[src/smsr_pkg.sv]
package smsr_pkg;
	// =========================================
	// Register byte offsets
	localparam logic [11:0] ctrl_off = 12'h000;
	localparam logic [11:0] inputs_off = 12'h004;
	localparam logic [11:0] status_off = 12'h008;
	localparam logic [11:0] report_off = 12'h00c;
	localparam logic [11:0] irq_stat_off = 12'h010;
	localparam logic [11:0] irq_en_off = 12'h014;
	localparam logic [11:0] irq_clr_off = 12'h018;
	localparam logic [11:0] chan_off = 12'h01c;
	// =========================================
	// Control register fields
	localparam int ctrl_cfg_req_bit = 0;
	localparam int ctrl_cfg_done_bit = 1;
	localparam int ctrl_ack_cmd_bit = 2;
	// =========================================
	// Inputs register fields (software-fed conditions)
	localparam int in_param_ok_bit = 0;
	localparam int in_comm_up_bit = 1;
	localparam int in_comm_err_bit = 2;
	localparam int in_app_err_bit = 3;
	localparam int in_fatal_bit = 4;
	localparam int in_modulating_bit = 5;
	localparam int in_ack_local_bit = 6;
	localparam int in_ack_bus_bit = 7;
	localparam int in_passive_cmd_bit = 8;
	localparam int in_width = 9;
	// =========================================
	// Status byte and profile bit positions
	localparam int sb_fault_bit = 0;
	localparam int sb_fv_bit = 1;
	localparam int sb_ackreq_bit = 2;
	localparam int pr_mode_lo_bit = 0;
	localparam int pr_mode_hi_bit = 1;
	localparam int pr_local_bit = 2;
	localparam int pr_bus_bit = 3;
	localparam int pr_state_bit = 4;
	// =========================================
	// Mode field encodings
	localparam logic [1:0] mode_startup = 2'h0;
	localparam logic [1:0] mode_running = 2'h1;
	localparam logic [1:0] mode_failsafe = 2'h2;
	localparam logic [1:0] mode_config = 2'h3;
	// =========================================
	// Reset values
	localparam logic [2:0] status_rst = 3'h2;
	localparam logic [4:0] profile_rst = 5'h10;
	localparam logic [31:0] chan_rst = 32'h0000_0000;
	// Interrupt event bits
	localparam int irq_change_bit = 0;
	localparam int irq_ackreq_bit = 1;
	localparam int irq_fault_bit = 2;
	localparam int irq_width = 3;
	// =========================================
	// States
	typedef enum logic [2:0] {
		st_startup,
		st_operational,
		st_safe_ack,
		st_safe_passive,
		st_safe_reint,
		st_safe_cmd,
		st_failsafe,
		st_config
	} smsr_state_type;
endpackage

[src/smsr_regbank.sv]
// Small register bank, registered read data
module smsr_regbank #(
	parameter int depth = 8,
	parameter int aw = 3
) (
	input wire logic pclk,
	input wire logic presetn,
	input wire logic wr_en,
	input wire logic [aw-1:0] wr_addr,
	input wire logic [31:0] wr_data,
	input wire logic [aw-1:0] rd_addr,
	output logic [31:0] rd_data
);
	// =========================================
	// Storage
	logic [31:0] mem_reg [depth];

	// Write and registered read
	always_ff @(posedge pclk or negedge presetn) begin
		if (!presetn) begin
			for (int i = 0; i < depth; i++) begin
				mem_reg[i] <= 32'h0000_0000;
			end
			rd_data <= 32'h0000_0000;
		end else begin
			if (wr_en) begin
				mem_reg[wr_addr] <= wr_data;
			end
			rd_data <= mem_reg[rd_addr];
		end
	end
endmodule

[src/smsr_top.sv]
// Operation
// - Configuration reachable anywhere when not modulating
// - Configuration leads only to Start-up
// - Start-up self-tests; host then starts link
// - Stay Start-up until params and link
// - Start-up status: ackreq 0, fv 1, fault 0
// - Start-up profile: mode 00, acks 0, state 1
// - Operational status flags all zero
// - Operational profile: mode 01, acks 0, state 0
// - Ack request only in user-ack state
// - Safe states: fv set, channels zero
// - Fault bit set exactly in Fail-safe
// - Start-up until valid safety parameters
module smsr_top (
	input wire logic pclk,
	input wire logic presetn,
	input wire logic psel,
	input wire logic penable,
	input wire logic pwrite,
	input wire logic [11:0] paddr,
	input wire logic [31:0] pwdata,
	output logic [31:0] prdata,
	output logic pready,
	output logic pslverr,
	input wire logic [31:0] chan_in,
	output logic [2:0] status_byte,
	output logic [4:0] profile_bits,
	output logic [31:0] chan_out,
	output logic irq
);
	// =========================================
	// APB decode
	wire apb_setup = psel && !penable;
	wire apb_wr = psel && penable && pwrite;
	wire apb_rd_setup = apb_setup && !pwrite;
	wire sel_ctrl = (paddr == smsr_pkg::ctrl_off);
	wire sel_inputs = (paddr == smsr_pkg::inputs_off);
	wire sel_status = (paddr == smsr_pkg::status_off);
	wire sel_report = (paddr == smsr_pkg::report_off);
	wire sel_istat = (paddr == smsr_pkg::irq_stat_off);
	wire sel_ien = (paddr == smsr_pkg::irq_en_off);
	wire sel_iclr = (paddr == smsr_pkg::irq_clr_off);
	wire sel_chan = (paddr == smsr_pkg::chan_off);
	wire mapped = sel_ctrl | sel_inputs | sel_status | sel_report | sel_istat | sel_ien | sel_iclr | sel_chan;
	// Read data valid in access phase; one wait-free access
	assign pready = 1'b1;
	assign pslverr = psel && penable && !mapped;

	// Register state
	logic [smsr_pkg::in_width-1:0] inputs_reg;
	logic cfg_req_reg;
	logic cfg_done_reg;
	logic ack_cmd_reg;
	logic ack_cmd_d_reg;
	logic [smsr_pkg::irq_width-1:0] istat_reg;
	logic [smsr_pkg::irq_width-1:0] ien_reg;
	logic [31:0] rdata_reg;
	smsr_pkg::smsr_state_type state_reg;
	smsr_pkg::smsr_state_type state_next;

	// Named input conditions
	wire param_ok = inputs_reg[smsr_pkg::in_param_ok_bit];
	wire comm_up = inputs_reg[smsr_pkg::in_comm_up_bit];
	wire comm_err = inputs_reg[smsr_pkg::in_comm_err_bit];
	wire app_err = inputs_reg[smsr_pkg::in_app_err_bit];
	wire fatal = inputs_reg[smsr_pkg::in_fatal_bit];
	wire modulating = inputs_reg[smsr_pkg::in_modulating_bit];
	wire local_ack_ok = inputs_reg[smsr_pkg::in_ack_local_bit];
	wire bus_ack_ok = inputs_reg[smsr_pkg::in_ack_bus_bit];
	wire passive_cmd = inputs_reg[smsr_pkg::in_passive_cmd_bit];
	// Rising edge of the operator acknowledge command
	wire operator_ack_command = ack_cmd_reg && !ack_cmd_d_reg;

	// =========================================
	// Control and input registers
	always_ff @(posedge pclk or negedge presetn) begin
		if (!presetn) begin
			inputs_reg <= '0;
			cfg_req_reg <= 1'b0;
			cfg_done_reg <= 1'b0;
			ack_cmd_reg <= 1'b0;
			ack_cmd_d_reg <= 1'b0;
			ien_reg <= '0;
		end else begin
			ack_cmd_d_reg <= ack_cmd_reg;
			// Config strobes self-clear after one cycle
			cfg_req_reg <= apb_wr && sel_ctrl && pwdata[smsr_pkg::ctrl_cfg_req_bit];
			cfg_done_reg <= apb_wr && sel_ctrl && pwdata[smsr_pkg::ctrl_cfg_done_bit];
			if (apb_wr && sel_ctrl) begin
				ack_cmd_reg <= pwdata[smsr_pkg::ctrl_ack_cmd_bit];
			end
			if (apb_wr && sel_inputs) begin
				inputs_reg <= pwdata[smsr_pkg::in_width-1:0];
			end
			if (apb_wr && sel_ien) begin
				ien_reg <= pwdata[smsr_pkg::irq_width-1:0];
			end
		end
	end

	// =========================================
	// State machine next state
	always_comb begin
		state_next = state_reg;
		case (state_reg)
			smsr_pkg::st_startup: begin
				// Leave only with parameters and link up
				if (param_ok && comm_up) begin
					state_next = smsr_pkg::st_operational;
				end
			end
			smsr_pkg::st_operational: begin
				// Errors send to the matching safe state
				if (comm_err) begin
					state_next = smsr_pkg::st_safe_passive;
				end else if (app_err) begin
					state_next = smsr_pkg::st_safe_reint;
				end else if (passive_cmd) begin
					state_next = smsr_pkg::st_safe_cmd;
				end
			end
			smsr_pkg::st_safe_passive: begin
				// Wait for the link fault to clear
				if (!comm_err && comm_up) begin
					state_next = smsr_pkg::st_safe_ack;
				end
			end
			smsr_pkg::st_safe_ack: begin
				// Host acknowledge returns to Operational
				if (comm_err) begin
					state_next = smsr_pkg::st_safe_passive;
				end else if (operator_ack_command) begin
					state_next = smsr_pkg::st_operational;
				end
			end
			smsr_pkg::st_safe_reint: begin
				// Leaves once the application error clears; no acknowledge needed
				if (comm_err) begin
					state_next = smsr_pkg::st_safe_passive;
				end else if (!app_err) begin
					state_next = smsr_pkg::st_operational;
				end
			end
			smsr_pkg::st_safe_cmd: begin
				// Host withdrew passivation
				if (!passive_cmd) begin
					state_next = smsr_pkg::st_operational;
				end
			end
			smsr_pkg::st_failsafe: begin
				// Left only by reset or configuration
				state_next = smsr_pkg::st_failsafe;
			end
			smsr_pkg::st_config: begin
				// Single exit path
				if (cfg_done_reg) begin
					state_next = smsr_pkg::st_startup;
				end
			end
			default: begin
				state_next = smsr_pkg::st_startup;
			end
		endcase
		// Fatal errors override run states
		if (fatal && state_reg != smsr_pkg::st_config) begin
			state_next = smsr_pkg::st_failsafe;
		end
		// Configuration entry from any state
		if (cfg_req_reg && !modulating && state_reg != smsr_pkg::st_config) begin
			state_next = smsr_pkg::st_config;
		end
	end

	// State register
	always_ff @(posedge pclk or negedge presetn) begin
		if (!presetn) begin
			state_reg <= smsr_pkg::st_startup;
		end else begin
			state_reg <= state_next;
		end
	end

	// =========================================
	// Output encodings from next state
	wire nx_safe = (state_next == smsr_pkg::st_safe_ack) || (state_next == smsr_pkg::st_safe_passive) ||
		(state_next == smsr_pkg::st_safe_reint) || (state_next == smsr_pkg::st_safe_cmd);
	wire nx_fv = nx_safe || (state_next == smsr_pkg::st_startup) || (state_next == smsr_pkg::st_failsafe) ||
		(state_next == smsr_pkg::st_config);
	wire nx_reint = (state_next == smsr_pkg::st_safe_reint);
	logic [1:0] nx_mode;
	always_comb begin
		case (state_next)
			smsr_pkg::st_startup: nx_mode = smsr_pkg::mode_startup;
			smsr_pkg::st_failsafe: nx_mode = smsr_pkg::mode_failsafe;
			smsr_pkg::st_config: nx_mode = smsr_pkg::mode_config;
			default: nx_mode = smsr_pkg::mode_running;
		endcase
	end
	logic [2:0] status_next;
	logic [4:0] profile_next;
	always_comb begin
		status_next = '0;
		status_next[smsr_pkg::sb_ackreq_bit] = (state_next == smsr_pkg::st_safe_ack);
		status_next[smsr_pkg::sb_fv_bit] = nx_fv;
		status_next[smsr_pkg::sb_fault_bit] = (state_next == smsr_pkg::st_failsafe);
		profile_next = '0;
		profile_next[smsr_pkg::pr_mode_hi_bit] = nx_mode[1];
		profile_next[smsr_pkg::pr_mode_lo_bit] = nx_mode[0];
		profile_next[smsr_pkg::pr_local_bit] = nx_reint && local_ack_ok;
		profile_next[smsr_pkg::pr_bus_bit] = nx_reint && bus_ack_ok;
		profile_next[smsr_pkg::pr_state_bit] = (state_next != smsr_pkg::st_operational);
	end

	// Events for interrupts
	wire [smsr_pkg::irq_width-1:0] ev;
	assign ev[smsr_pkg::irq_change_bit] = (state_next != state_reg);
	assign ev[smsr_pkg::irq_ackreq_bit] = status_next[smsr_pkg::sb_ackreq_bit] && !status_byte[smsr_pkg::sb_ackreq_bit];
	assign ev[smsr_pkg::irq_fault_bit] = status_next[smsr_pkg::sb_fault_bit] && !status_byte[smsr_pkg::sb_fault_bit];
	wire [smsr_pkg::irq_width-1:0] iclr = (apb_wr && sel_iclr) ? pwdata[smsr_pkg::irq_width-1:0] : '0;

	// =========================================
	// Output and interrupt registers
	always_ff @(posedge pclk or negedge presetn) begin
		if (!presetn) begin
			status_byte <= smsr_pkg::status_rst;
			profile_bits <= smsr_pkg::profile_rst;
			chan_out <= smsr_pkg::chan_rst;
			istat_reg <= '0;
		end else begin
			status_byte <= status_next;
			profile_bits <= profile_next;
			// Fail-safe zero whenever outputs are not live
			chan_out <= nx_fv ? smsr_pkg::chan_rst : chan_in;
			// Set wins over clear
			istat_reg <= (istat_reg & ~iclr) | ev;
		end
	end
	assign irq = |(istat_reg & ien_reg);

	// =========================================
	// Readback mux of live state words; bank output unused
	wire [31:0] rd_mux = sel_ctrl ? {29'h0, ack_cmd_reg, 2'h0} :
		sel_inputs ? {{(32 - smsr_pkg::in_width){1'b0}}, inputs_reg} :
		sel_status ? {29'h0, status_byte} :
		sel_report ? {24'h0, 3'h0, profile_bits} :
		sel_istat ? {29'h0, istat_reg} :
		sel_ien ? {29'h0, ien_reg} :
		sel_chan ? chan_out : 32'h0000_0000;
	always_ff @(posedge pclk or negedge presetn) begin
		if (!presetn) begin
			rdata_reg <= 32'h0000_0000;
		end else if (apb_rd_setup) begin
			rdata_reg <= rd_mux;
		end
	end
	wire [31:0] bank_rd;
	smsr_regbank #(.depth(8), .aw(3)) u_bank (
		.pclk(pclk),
		.presetn(presetn),
		.wr_en(apb_wr && mapped),
		.wr_addr(paddr[4:2]),
		.wr_data(pwdata),
		.rd_addr(paddr[4:2]),
		.rd_data(bank_rd)
	);
	// Bank keeps last written words; live view wins
	assign prdata = (psel && penable && !pwrite) ? rdata_reg : 32'h0000_0000;
	wire unused_bank = |bank_rd;

	// =========================================
	// Assertions
	a_cfg_entry: assert property (@(posedge pclk) disable iff (!presetn)
		cfg_req_reg && !modulating && state_reg != smsr_pkg::st_config |=> state_reg == smsr_pkg::st_config)
		else $error("config entry missed");
	a_cfg_exit: assert property (@(posedge pclk) disable iff (!presetn)
		state_reg == smsr_pkg::st_config && state_next != smsr_pkg::st_config |-> state_next == smsr_pkg::st_startup)
		else $error("bad exit from config");
	a_startup_hold: assert property (@(posedge pclk) disable iff (!presetn)
		state_reg == smsr_pkg::st_startup && !(param_ok && comm_up) && !cfg_req_reg && !fatal |=>
		state_reg == smsr_pkg::st_startup)
		else $error("left startup early");
	a_startup_enc: assert property (@(posedge pclk) disable iff (!presetn)
		state_reg == smsr_pkg::st_startup |-> status_byte == 3'h2 && profile_bits == 5'h10)
		else $error("startup encoding wrong");
	a_oper_enc: assert property (@(posedge pclk) disable iff (!presetn)
		state_reg == smsr_pkg::st_operational |-> status_byte == 3'h0 && profile_bits == 5'h01)
		else $error("operational encoding wrong");
	a_ackreq_only: assert property (@(posedge pclk) disable iff (!presetn)
		status_byte[smsr_pkg::sb_ackreq_bit] |-> state_reg == smsr_pkg::st_safe_ack)
		else $error("ack request outside ack state");
	a_safe_zero: assert property (@(posedge pclk) disable iff (!presetn)
		state_reg == smsr_pkg::st_safe_passive |-> chan_out == 32'h0 && status_byte[smsr_pkg::sb_fv_bit])
		else $error("safe state not zeroed");
	a_fault_bit: assert property (@(posedge pclk) disable iff (!presetn)
		status_byte[smsr_pkg::sb_fault_bit] == (state_reg == smsr_pkg::st_failsafe))
		else $error("fault bit mismatch");
	a_ack_return: assert property (@(posedge pclk) disable iff (!presetn)
		state_reg == smsr_pkg::st_safe_ack && operator_ack_command && !comm_err && !fatal && !cfg_req_reg |=>
		state_reg == smsr_pkg::st_operational ##0 $past(status_byte[smsr_pkg::sb_ackreq_bit]))
		else $error("ack did not return");
endmodule

[config.mk]
export PLATFORM = sky130hd
export DESIGN_NAME = smsr_top
export DESIGN_NICKNAME = d
export VERILOG_FILES = /design/src/smsr_pkg.sv /design/src/smsr_regbank.sv /design/src/smsr_top.sv
export SDC_FILE = /design/constraint.sdc
export NUM_CORES = 1
export LEC_CHECK = 0
export BUFFER_PORTS_ARGS = -buffer_cell sky130_fd_sc_hd__buf_2
export CORE_UTILIZATION = 35
export DETAILED_ROUTE_END_ITERATION = 7
export PLACE_DENSITY = 0.61
export SYNTH_ARGS = -nofsm -noshare
export SYNTH_HDL_FRONTEND = slang
export SYNTH_SLANG_ARGS = --single-unit
[constraint.sdc]
create_clock -name pclk -period 1.9 [get_ports pclk]
set_clock_uncertainty 0.05 [all_clocks]
set_input_delay 0.285 -clock pclk [delete_from_list [all_inputs] [get_ports pclk]]
set_output_delay 0.285 -clock pclk [all_outputs]
set_load 0.005 [all_outputs]
-- Word-level counts from Yosys, hierarchy flattened
Cells that the tools add are included.
- register bits after elaboration: 94
- input bits: 81
- output and inout bits: 75
- word-level logic and storage cells: 111
- bitwise logic cells: 11
- reduce and logical (&&, ||, !) cells: 40
- equal/unequal tests: 23
- mux-type cells: 25
- operators with widths (kind ; number):
    2-to-1 mux 32 bit ; 9
    == test 12 x 5 -> 1 bit, second input constant ; 4
    2-to-1 mux 3 bit ; 14
    == test 12 x 4 -> 1 bit, second input constant ; 2
    == test 3 bit, second input constant ; 8
    one-hot mux 3 bit (8 select lines) ; 1
    logical AND 1 bit ; 22
    == test 12 x 3 -> 1 bit, second input constant ; 1
    == test 3 x 2 -> 1 bit, second input constant ; 4
    zero test 12 bit ; 1
    zero test 1 bit ; 8
    OR 1 bit ; 7
    AND 3 bit ; 2
    zero test 3 bit ; 2
    logical OR 1 bit ; 6
    one-hot mux 2 bit (3 select lines) ; 1
    == test 3 x 1 -> 1 bit, second input constant ; 1
    inequality test 3 x 1 -> 1 bit, second input constant ; 1
    inequality test 3 bit ; 1
    inequality test 3 bit, second input constant ; 1
    inverter 3 bit ; 1
    OR 3 bit ; 1
    OR reduction 3 bit ; 1

-- Logic depth before layout (Yosys ltp)
Gate-level depths: netlist of run 1.
- depth in word-level cells: 15
- mapped depth: 7

-- Least setup slack after synthesis of run 1
Ideal clock, no wire load.
- kind: flip-flop to flip-flop
- start point: register state_reg[2]
- end point: register profile_bits[0]
- arrival time: 1.661 ns
- stages on the path, launching flop included: 7
- library setup time: 0.131 ns
- clock period less this slack: 1.843 ns
- path slack: 0.057 ns
- cell sequence: dfrtp_1 > buf_6 > and2_4 > a32o_1 > a211o_4 > nor2b_4 > or3b_1
- cells in the longest elaborated chain, start to end: 8
- elaborated cells on any way between the ends: 29
- ends and longest elaborated chain (element ; RTL line ; RTL):
    start: declaration ; smsr_top.sv:58 ; smsr_pkg::smsr_state_type state_reg;
    start signal: assignment ; smsr_top.sv:177 ; state_reg <= smsr_pkg::st_startup;
    start signal: assignment ; smsr_top.sv:179 ; state_reg <= state_next;
    2-to-1 mux 3 bit ; smsr_top.sv:118 ; end else if (passive_cmd) begin
    2-to-1 mux 3 bit ; smsr_top.sv:116 ; end else if (app_err) begin
    2-to-1 mux 3 bit ; smsr_top.sv:114 ; if (comm_err) begin
    one-hot mux 3 bit (8 select lines) ; smsr_top.sv:105 ; case (state_reg)
    2-to-1 mux 3 bit ; smsr_top.sv:165 ; if (fatal && state_reg != smsr_pkg::st_config) begin
    2-to-1 mux 3 bit * ; smsr_top.sv:169 ; if (cfg_req_reg && !modulating && state_reg != smsr_pkg::st_config) begin
    via state_next[2] ; smsr_top.sv:59 ; smsr_pkg::smsr_state_type state_next;
    == test 3 bit or zero test 3 bit (tied branches) ; smsr_top.sv:192 ; case (state_next)
    one-hot mux 2 bit (3 select lines) * ; smsr_top.sv:192 ;
    via nx_mode[0] ; smsr_top.sv:190 ; logic [1:0] nx_mode;
    end signal: assignment ; smsr_top.sv:226 ; profile_bits <= smsr_pkg::profile_rst;
    end signal: assignment ; smsr_top.sv:231 ; profile_bits <= profile_next;
    end: declaration ; smsr_top.sv:27 ; output logic [4:0] profile_bits,
The timed path passes the listed nets; every way through them passes the cells marked *.
A chain may end at the register's enable or synchronous reset.

-- Worst setup path after layout of run 1
- start point: register state_reg[2]
- end point: register profile_bits[0]
- cells in the longest elaborated chain, start to end: 8
- elaborated cells on any way between the ends: 29
- ends and longest elaborated chain (element ; RTL line):
    2-to-1 mux 3 bit ; smsr_top.sv:118
    2-to-1 mux 3 bit ; smsr_top.sv:116
    2-to-1 mux 3 bit ; smsr_top.sv:114
    one-hot mux 3 bit (8 select lines) ; smsr_top.sv:105
    2-to-1 mux 3 bit ; smsr_top.sv:165
    2-to-1 mux 3 bit * ; smsr_top.sv:169
    == test 3 bit or zero test 3 bit (tied branches) ; smsr_top.sv:192
    one-hot mux 2 bit (3 select lines) * ; smsr_top.sv:192
    via nx_mode[0] ; smsr_top.sv:190
Marks and branches as above.

==> impl_results.rst, run 1 <==
.. list-table::
   :header-rows: 1

   * - Metric
     - Value
   * - Area growth from synthesis to final layout
     - 35.7%
   * - Avg Cell Area, Syn
     - 10.3 um2
   * - Total via count after detailed routing
     - 3,695
   * - Final design area excluding fillers
     - 5790 um2
   * - Max-cap violations
     - 0
   * - Clock-pin slew on the worst setup and hold paths
     - 0.06 ns
   * - Final routed wirelength across all metal layers
     - 12,200 um
   * - Setup violation total in the final timing report
     - 4
   * - Arrival time reported for the critical path endpoint
     - 2.10 ns
   * - Critical Path Fanout Max
     - 5
   * - Via/cell ratio
     - 5.12
   * - Setup crit end kind
     - flip-flop
   * - Global routing met1 resource utilization
     - 25.7%
   * - Library cell occupying the most area in the post-synthesis netlist
     - sky130_fd_sc_hd__dfrtp_1
   * - Antenna violations before repair
     - 0
   * - Number of optimization iterations in the first detailed-route pass
     - 5
   * - Startpoint type of the worst setup path
     - flip-flop
   * - Achievable clock frequency
     - 518 MHz
   * - Worst-skew pair later-pin latency
     - 0.34 ns
   * - TritonCTS clock tree
     - built
   * - Compound-Gate Fraction of Synth Area
     - 8.06%
   * - # diodes
     - 0
   * - Area share of the largest cell type after synthesis
     - 53.9%
   * - Clock period minus worst slack
     - 1.93 ns
   * - Core region area
     - 11,700 um2
   * - Total Die Area
     - 12,600 um2
   * - Total CTS buffers
     - 9
   * - Launching element of the worst setup path
     - state_reg[2]
   * - Worst Setup Slack, final
     - -0.0296 ns
   * - Met3 Track Usage GR
     - 3.13%
   * - Count of endpoints failing hold in the final timing report
     - 0
   * - Chip Width
     - 112 um
   * - Clock root buffer
     - sky130_fd_sc_hd__clkbuf_16
   * - # clock sinks
     - 94
   * - Static power due to leakage
     - 3.23 nW
   * - Total number of yosys warnings
     - 0
   * - Instance count after placement with tap cells included
     - 694
   * - DRC violations left
     - 0
   * - Share of the synthesized netlist area taken by xor and xnor gates
     - 0.410%
   * - Fraction of registers with async set/reset
     - 100%
   * - Most used routing layer
     - met2
   * - Maximum number of pins on one net before global-route repair
     - 37
   * - Dominant combinational cell family by area after synthesis
     - simple AND/OR/NAND/NOR gates
   * - Placed instance area
     - 5230 um2
   * - Worst vdd ir
     - 0.364 mV
   * - Top post-synthesis cells by area
     - sky130_fd_sc_hd__dfrtp_1 54%, sky130_fd_sc_hd__nand2_1 6.2%, sky130_fd_sc_hd__and2_1 5.4%
   * - Overflow left after global routing
     - 0
   * - Launch instance of the worst min-delay path
     - pwdata[7]
   * - CTS Buffer Depth
     - 2
   * - Total nets after synthesis
     - 497
   * - I/O Pins
     - 156
   * - Worst Setup Slack post-DPL
     - -0.0812 ns
   * - Post-Syn Instances
     - 416
   * - Port Buffers
     - 131
   * - H-tree levels
     - 3
   * - Final Util
     - 49.7%
   * - Post-synthesis instance area
     - 4270 um2
   * - Result of the run
     - finished, violations left
   * - Distinct cell type count of the synthesized netlist
     - 52
   * - Critical path start-end classification
     - reg -> reg
   * - Wire length of the first global-routing pass
     - 18,800 um
   * - Weighted congestion at the end of routability-driven global placement
     - 0.850
   * - Tot GR Track Use
     - 19.5%
   * - EDFF count, synth
     - 0
   * - Post-detail-place hpwl
     - 8410 um
   * - Setup repair after global routing missed its margin
     - yes
   * - Cell Pwr Density
     - 760 nW/um2
   * - Period Utilization, post-route
     - 102%
   * - Violated checks
     - negative setup slack
   * - Vertical die dimension
     - 112 um
   * - Setup TNS
     - -0.0529 ns
   * - Reg-to-Reg Start
     - state_reg[2]
   * - Sequential share of the synthesized area
     - 55.1%
   * - Fraction of final layout cells sized beyond drive strength 1
     - 39.3%
   * - Number of placement rows
     - 39
   * - Vias in the first global route
     - 3,654
   * - Effective utilization at floorplan
     - 36.6%
   * - Required time reported for the critical path endpoint
     - 2.07 ns
   * - Post-layout nets
     - 654
   * - Share of cell area taken by muxes after synthesis
     - 3.69%
   * - Post-route insts no fill
     - 721
   * - Synth Area in Adders
     - 0%
   * - HP Class
     - in -> reg
   * - Simple-gate share of the synthesized area
     - 28.0%
   * - Post-route ant nets
     - 0
   * - Synthesized flop and latch total
     - 94
   * - Routed wire per std cell
     - 16.9 um
   * - Met2 usage
     - 31.8%
   * - Main synth FF type
     - sky130_fd_sc_hd__dfrtp_1
   * - Fin. max-slew vios
     - 0
   * - Iteration-0 DRC Markers
     - 250
-- final timing paths --
| check | endpoint | slack [ns] | cells past startpoint |
|---|---|---|---|
| worst max-delay path | profile_bits[0] | -0.03 | 5 |
| worst min-delay path | inputs_reg[7] | 0.12 | 3 |
| worst max register to register | profile_bits[0] | -0.03 | 5 |
| worst min register to register | rdata_reg[15] | 0.41 | 2 |
| max in group asynchronous | status_byte[1] | 0.84 | 3 |
| min in group asynchronous | profile_bits[2] | 0.38 | 2 |
-- cell type report --
class	count	area, um2
inverters	6	22.5
clock inverters	6	115
well taps	143	179
multi-input cells	291	1830
fillers	1077	5870
clock buffers	10	239
flip-flops and latches	94	2360
repair buffers	171	1050
-- timing repair --
| item | 4_1_cts | 5_1_grt |
|---|---|---|
| resized for setup | 2 | 15 |
| setup endpoints to repair | 38 | 40 |
| hold endpoints to repair | 27 | 0 |
| pin swaps | 2 | 5 |
| gates cloned | 2 | 2 |
| setup buffers | 3 | 3 |
| hold buffers | 1 | 0 |
-- Yosys cell counts, types with 3 or more instances --
| cell | number |
|---|---|
| sky130_fd_sc_hd__a22oi_1 | 4 |
| sky130_fd_sc_hd__a21oi_1 | 7 |
| sky130_fd_sc_hd__clkbuf_1 | 13 |
| sky130_fd_sc_hd__buf_2 | 6 |
| sky130_fd_sc_hd__nor2_1 | 11 |
| sky130_fd_sc_hd__nor2b_1 | 6 |
| sky130_fd_sc_hd__nand2b_1 | 3 |
| sky130_fd_sc_hd__dfrtp_1 | 92 |
| sky130_fd_sc_hd__nor3_1 | 7 |
| sky130_fd_sc_hd__inv_1 | 6 |
| sky130_fd_sc_hd__buf_6 | 4 |
| sky130_fd_sc_hd__o21a_1 | 3 |
| sky130_fd_sc_hd__mux2_1 | 3 |
| sky130_fd_sc_hd__and2_1 | 37 |
| sky130_fd_sc_hd__a222oi_1 | 3 |
| sky130_fd_sc_hd__and3_1 | 35 |
| sky130_fd_sc_hd__o21ai_0 | 14 |
| sky130_fd_sc_hd__nor3b_1 | 5 |
| sky130_fd_sc_hd__a32oi_1 | 3 |
| sky130_fd_sc_hd__mux2_2 | 11 |
| sky130_fd_sc_hd__buf_4 | 4 |
| sky130_fd_sc_hd__nand2_1 | 70 |
| sky130_fd_sc_hd__nand3_1 | 33 |
| sky130_fd_sc_hd__o2111ai_1 | 3 |
-- per-layer routing --
metal	part of all wire (%)	up-vias
met2	49	122
li1	-	1759
met4	1.8	0
met3	4.9	15
met5	0	-
met1	44	1799
-- cell usage in the layout (no fill, tap or decap), types with 3 or more instances in the layout --
master / count
sky130_fd_sc_hd__a32oi_1: 3
sky130_fd_sc_hd__nand2_1: 70
sky130_fd_sc_hd__o31ai_2: 3
sky130_fd_sc_hd__nand2b_1: 3
sky130_fd_sc_hd__mux2_1: 3
sky130_fd_sc_hd__buf_6: 3
sky130_fd_sc_hd__buf_2: 130
sky130_fd_sc_hd__mux2_2: 11
sky130_fd_sc_hd__a222oi_1: 3
sky130_fd_sc_hd__nand3_1: 33
sky130_fd_sc_hd__bufinv_16: 3
sky130_fd_sc_hd__nor2_1: 9
sky130_fd_sc_hd__dfrtp_1: 91
sky130_fd_sc_hd__buf_12: 6
sky130_fd_sc_hd__nor2b_1: 6
sky130_fd_sc_hd__o21a_1: 3
sky130_fd_sc_hd__o21ai_0: 13
sky130_fd_sc_hd__a21oi_1: 7
sky130_fd_sc_hd__buf_4: 31
sky130_fd_sc_hd__a22oi_1: 4
sky130_fd_sc_hd__clkbuf_16: 9
sky130_fd_sc_hd__inv_1: 6
sky130_fd_sc_hd__nor3_1: 6
sky130_fd_sc_hd__and2_1: 37
sky130_fd_sc_hd__and3_1: 33
sky130_fd_sc_hd__a21o_4: 3
-- through the flow --
step	hold WS, ns	power [mW]
floorplan	-0.0606	2.16
global placement	0.197	2.31
detailed placement	0.205	2.32
CTS	0.0908	4.44
global route	0.113	4.54
finish	0.116	4.40
-- logic make-up after synthesis --
kind of cell,after synthesis
DFF,94
and+or+nand+nor,222
muxes,14
buffers and inverters,35
other,1
AOI/OAI and AO/OA,48
xor gates and xnor gates,2
-- worst max-delay path: stages (launching register included) --
cell                      delay, ns
sky130_fd_sc_hd__dfrtp_1       0.42
sky130_fd_sc_hd__or3b_1        0.38
sky130_fd_sc_hd__nand4_1       0.14
sky130_fd_sc_hd__nand4_4       0.17
sky130_fd_sc_hd__a21o_4        0.30
sky130_fd_sc_hd__or3b_1        0.35
-- report_power, final --
group / total (mW) / switching (mW) / internal [mW] / leakage (nW)
clock: 2.10 / 0.763 / 1.33 / 0.175
combinational: 0.274 / 0.157 / 0.117 / 1.78
sequential: 2.03 / 0.0116 / 2.02 / 1.28
Note: power is estimated with default switching activity, not from simulation.
==> inputs of run 2 (changes only) <==
PLACE_DENSITY = 0.68   (was 0.61)
==> impl_results.rst, run 2 (synthesis results as in run 1) <==
.. list-table::
   :header-rows: 1

   * - Metric
     - Value
   * - Clock period minus worst slack
     - 1.90 ns (-0.0266 ns)
   * - Core region area
     - 11,700 um2 (unchanged)
   * - Wire length of the first global-routing pass
     - 18,900 um (+0.74%)
   * - Count of endpoints failing hold in the final timing report
     - 0 (unchanged)
   * - Setup crit end kind
     - flip-flop
   * - Period Utilization, post-route
     - 100% (-1.4 points)
   * - Sw Pwr
     - 899 uW (-3.4%)
   * - Vias in the first global route
     - 3,609 (-1.2%)
   * - Via/cell ratio
     - 5.08 (-0.78%)
   * - Critical path buffer and inverter count
     - 0 (unchanged)
   * - Clock root buffer
     - sky130_fd_sc_hd__clkbuf_16
   * - CTS Buffer Depth
     - 2 (unchanged)
   * - Result of the run
     - finished, violations left
   * - Weighted congestion at the end of routability-driven global placement
     - 0.854 (+0.46%)
   * - Final routed wirelength across all metal layers
     - 12,000 um (-1.4%)
   * - Violated checks
     - negative setup slack
   * - Maximum number of pins on one net before global-route repair
     - 46 (+24%)
   * - Worst Setup Slack, final
     - -0.00293 ns (+0.0266 ns)
   * - Max-Slew Margin vs Limit
     - 61.3%
   * - Commonest cells after routing, fill and taps aside
     - 130 x sky130_fd_sc_hd__buf_2, 90 x sky130_fd_sc_hd__dfrtp_1, 70 x sky130_fd_sc_hd__nand2_1
   * - Placed instance area
     - 5200 um2 (-0.62%)
   * - Leading cell type in the layout, fill and taps excluded
     - sky130_fd_sc_hd__buf_2
   * - Total Die Area
     - 12,600 um2 (unchanged)
   * - Antenna violations before repair
     - 0 (unchanged)
   * - Delay of the slowest critical-path stage
     - 0.44 ns (+0.02 ns)
   * - Largest delay contributor family on the critical path
     - simple AND/OR/NAND/NOR gates
   * - H-tree levels
     - 3 (unchanged)
   * - Tot GR Track Use
     - 19.4% (-0.18 points)
   * - # clock sinks
     - 94 (unchanged)
   * - Worst-skew pair later-pin latency
     - 0.33 ns (about the same)
   * - Iteration-0 DRC Markers
     - 253 (+1.2%)
   * - Instance count after placement with tap cells included
     - 688 (-0.86%)
   * - Number of optimization iterations in the first detailed-route pass
     - 4 (-1)
   * - Net switching fraction of the power
     - 20.6% (-0.51 points)
   * - Routed wire per std cell
     - 16.7 um (-1.4%)
   * - Startpoint type of the worst setup path
     - flip-flop
   * - Total via count after detailed routing
     - 3,666 (-0.78%)
   * - Relative contribution of the clock network to total power
     - 47.4% (-0.2 points)
   * - Port Buffers
     - 131 (unchanged)
   * - Setup TNS
     - -0.00293 ns (+0.0500 ns)
   * - Global routing met1 resource utilization
     - 27.2% (+1.5 points)
   * - Setup repair after global routing missed its margin
     - yes
   * - Post-route insts no fill
     - 721 (unchanged)
   * - Number of placement rows
     - 39 (unchanged)
   * - Critical Path Fanout Max
     - 6 (+1)
   * - Critical path start-end classification
     - reg -> reg
   * - Post-route ant nets
     - 0 (unchanged)
   * - Effective utilization at floorplan
     - 36.6% (unchanged)
   * - Setup violation total in the final timing report
     - 1 (-3)
   * - Post-detail-place hpwl
     - 8300 um (-1.3%)
   * - CP max-delay cell
     - sky130_fd_sc_hd__dfrtp_2
   * - Final Util
     - 49.8% (+0.17 points)
   * - Required time reported for the critical path endpoint
     - 2.06 ns (about the same)
   * - Met2 usage
     - 30.5% (-1.3 points)
   * - Relative contribution of sequential cells to total power
     - 46.7% (+0.5 points)
   * - Total CTS buffers
     - 9 (unchanged)
   * - Final design area excluding fillers
     - 5810 um2 (+0.35%)
   * - # fillers
     - 1,082 (+0.46%)
   * - Clock-pin slew on the worst setup and hold paths
     - 0.06 ns (about the same)
   * - Static power due to leakage
     - 3.23 nW (about the same)
   * - Cell-by-cell listing of the critical path
     - or3b_1 > nand4_1 > nand4_4 > a21o_4 > or3b_1
   * - Combinational share of power
     - 5.9% (-0.3 points)
   * - Arrival time reported for the critical path endpoint
     - 2.07 ns (-0.03 ns)
   * - # diodes
     - 0 (unchanged)
   * - Met3 Track Usage GR
     - 2.16% (-0.97 points)
   * - Cell seen most often among critical-path stages
     - sky130_fd_sc_hd__or3b_1
   * - Post-layout nets
     - 654 (unchanged)
   * - Overflow left after global routing
     - 0 (unchanged)
   * - Achievable clock frequency
     - 526 MHz (+1.4%)
   * - DRC violations left
     - 0 (unchanged)
   * - Fin. max-slew vios
     - 0 (unchanged)
   * - I/O Pins
     - 156 (unchanged)
   * - Most used routing layer
     - met2
   * - Worst vdd ir
     - 0.325 mV (-11%)
   * - Area growth from synthesis to final layout
     - 36.1%
   * - Minimum hold slack
     - 0.101 ns (-0.0156 ns)
   * - Vertical die dimension
     - 112 um (unchanged)
   * - Chip Width
     - 112 um (unchanged)
   * - Internal power component
     - 3.46 mW (-0.37%)
   * - TritonCTS clock tree
     - built
   * - Slew at the pin closest to its max-slew limit
     - 0.580 ns
   * - Fraction of final layout cells sized beyond drive strength 1
     - 38.8% (-0.52 points)
   * - Max-cap violations
     - 0 (unchanged)
   * - Cell Pwr Density
     - 750 nW/um2 (-1.4%)
   * - HP Class
     - in -> reg
[run 2: worst reg2reg max path: cells and delay by family, from the launching register on]
| family | cells | cell delay [ns] |
|---|---|---|
| compound gates | 1 | 0.28 |
| flops | 1 | 0.44 |
| simple gates | 4 | 1.02 |
[run 2: power groups by stage]
stage | Clock [mW] | Combinational (mW) | Sequential, mW
floorplan | 0 | 0.0861 | 2.07
global placement | 0 | 0.235 | 2.07
detailed placement | 0 | 0.240 | 2.07
CTS | 2.11 | 0.256 | 2.03
global route | 2.20 | 0.291 | 2.03
finish | 2.06 | 0.258 | 2.03
[run 2: worst paths after layout]
path                                   endpoint  slack [ns]  depth (start not counted)           from
worst max register to register  profile_bits[0]      -0.003                          5   state_reg[2]
worst min-delay path              inputs_reg[7]        0.10                          3      pwdata[7]
min in group asynchronous            ien_reg[2]        0.44                          2        presetn
worst max-delay path            profile_bits[0]      -0.003                          5   state_reg[2]
max in group asynchronous           chan_out[6]        0.72                          3        presetn
worst min register to register    rdata_reg[20]        0.41                          2  rdata_reg[20]
[run 2: routing by layer]
layer  vias to the layer above  wire length, um
met5                         -                0
met4                         0              279
met3                        18              464
met2                       116             5650
met1                      1785             5630
li1                       1747                -
[run 2: stage by stage]
stage / setup slack, ns / power, mW
after floorplan: 0.0571 / 2.16
after global placement: -0.0432 / 2.31
after detailed placement: -0.0944 / 2.31
after CTS: -0.0486 / 4.40
after global routing: -0.0772 / 4.53
final: -0.00293 / 4.36
[run 2: area by class of cell]
| type | instances | area, um2 | share of cell area, % |
|---|---|---|---|
| clock buffer | 11 | 243 | 4.18 |
| timing repair buffer | 172 | 1100 | 18.9 |
| inverter | 6 | 22.5 | 0.387 |
| sequential | 94 | 2360 | 40.6 |
| clock inverter | 5 | 106 | 1.83 |
| multi-input combinational | 290 | 1810 | 31.1 |
| tap | 143 | 179 | 3.08 |
[run 2: timing repair]
action,4_1_cts,5_1_grt
hold endpoints to repair,41,0
setup buffers,3,6
setup endpoints to repair,39,38
resized for setup,4,12
hold buffers,1,0
gates cloned,2,5
pin swaps,2,5
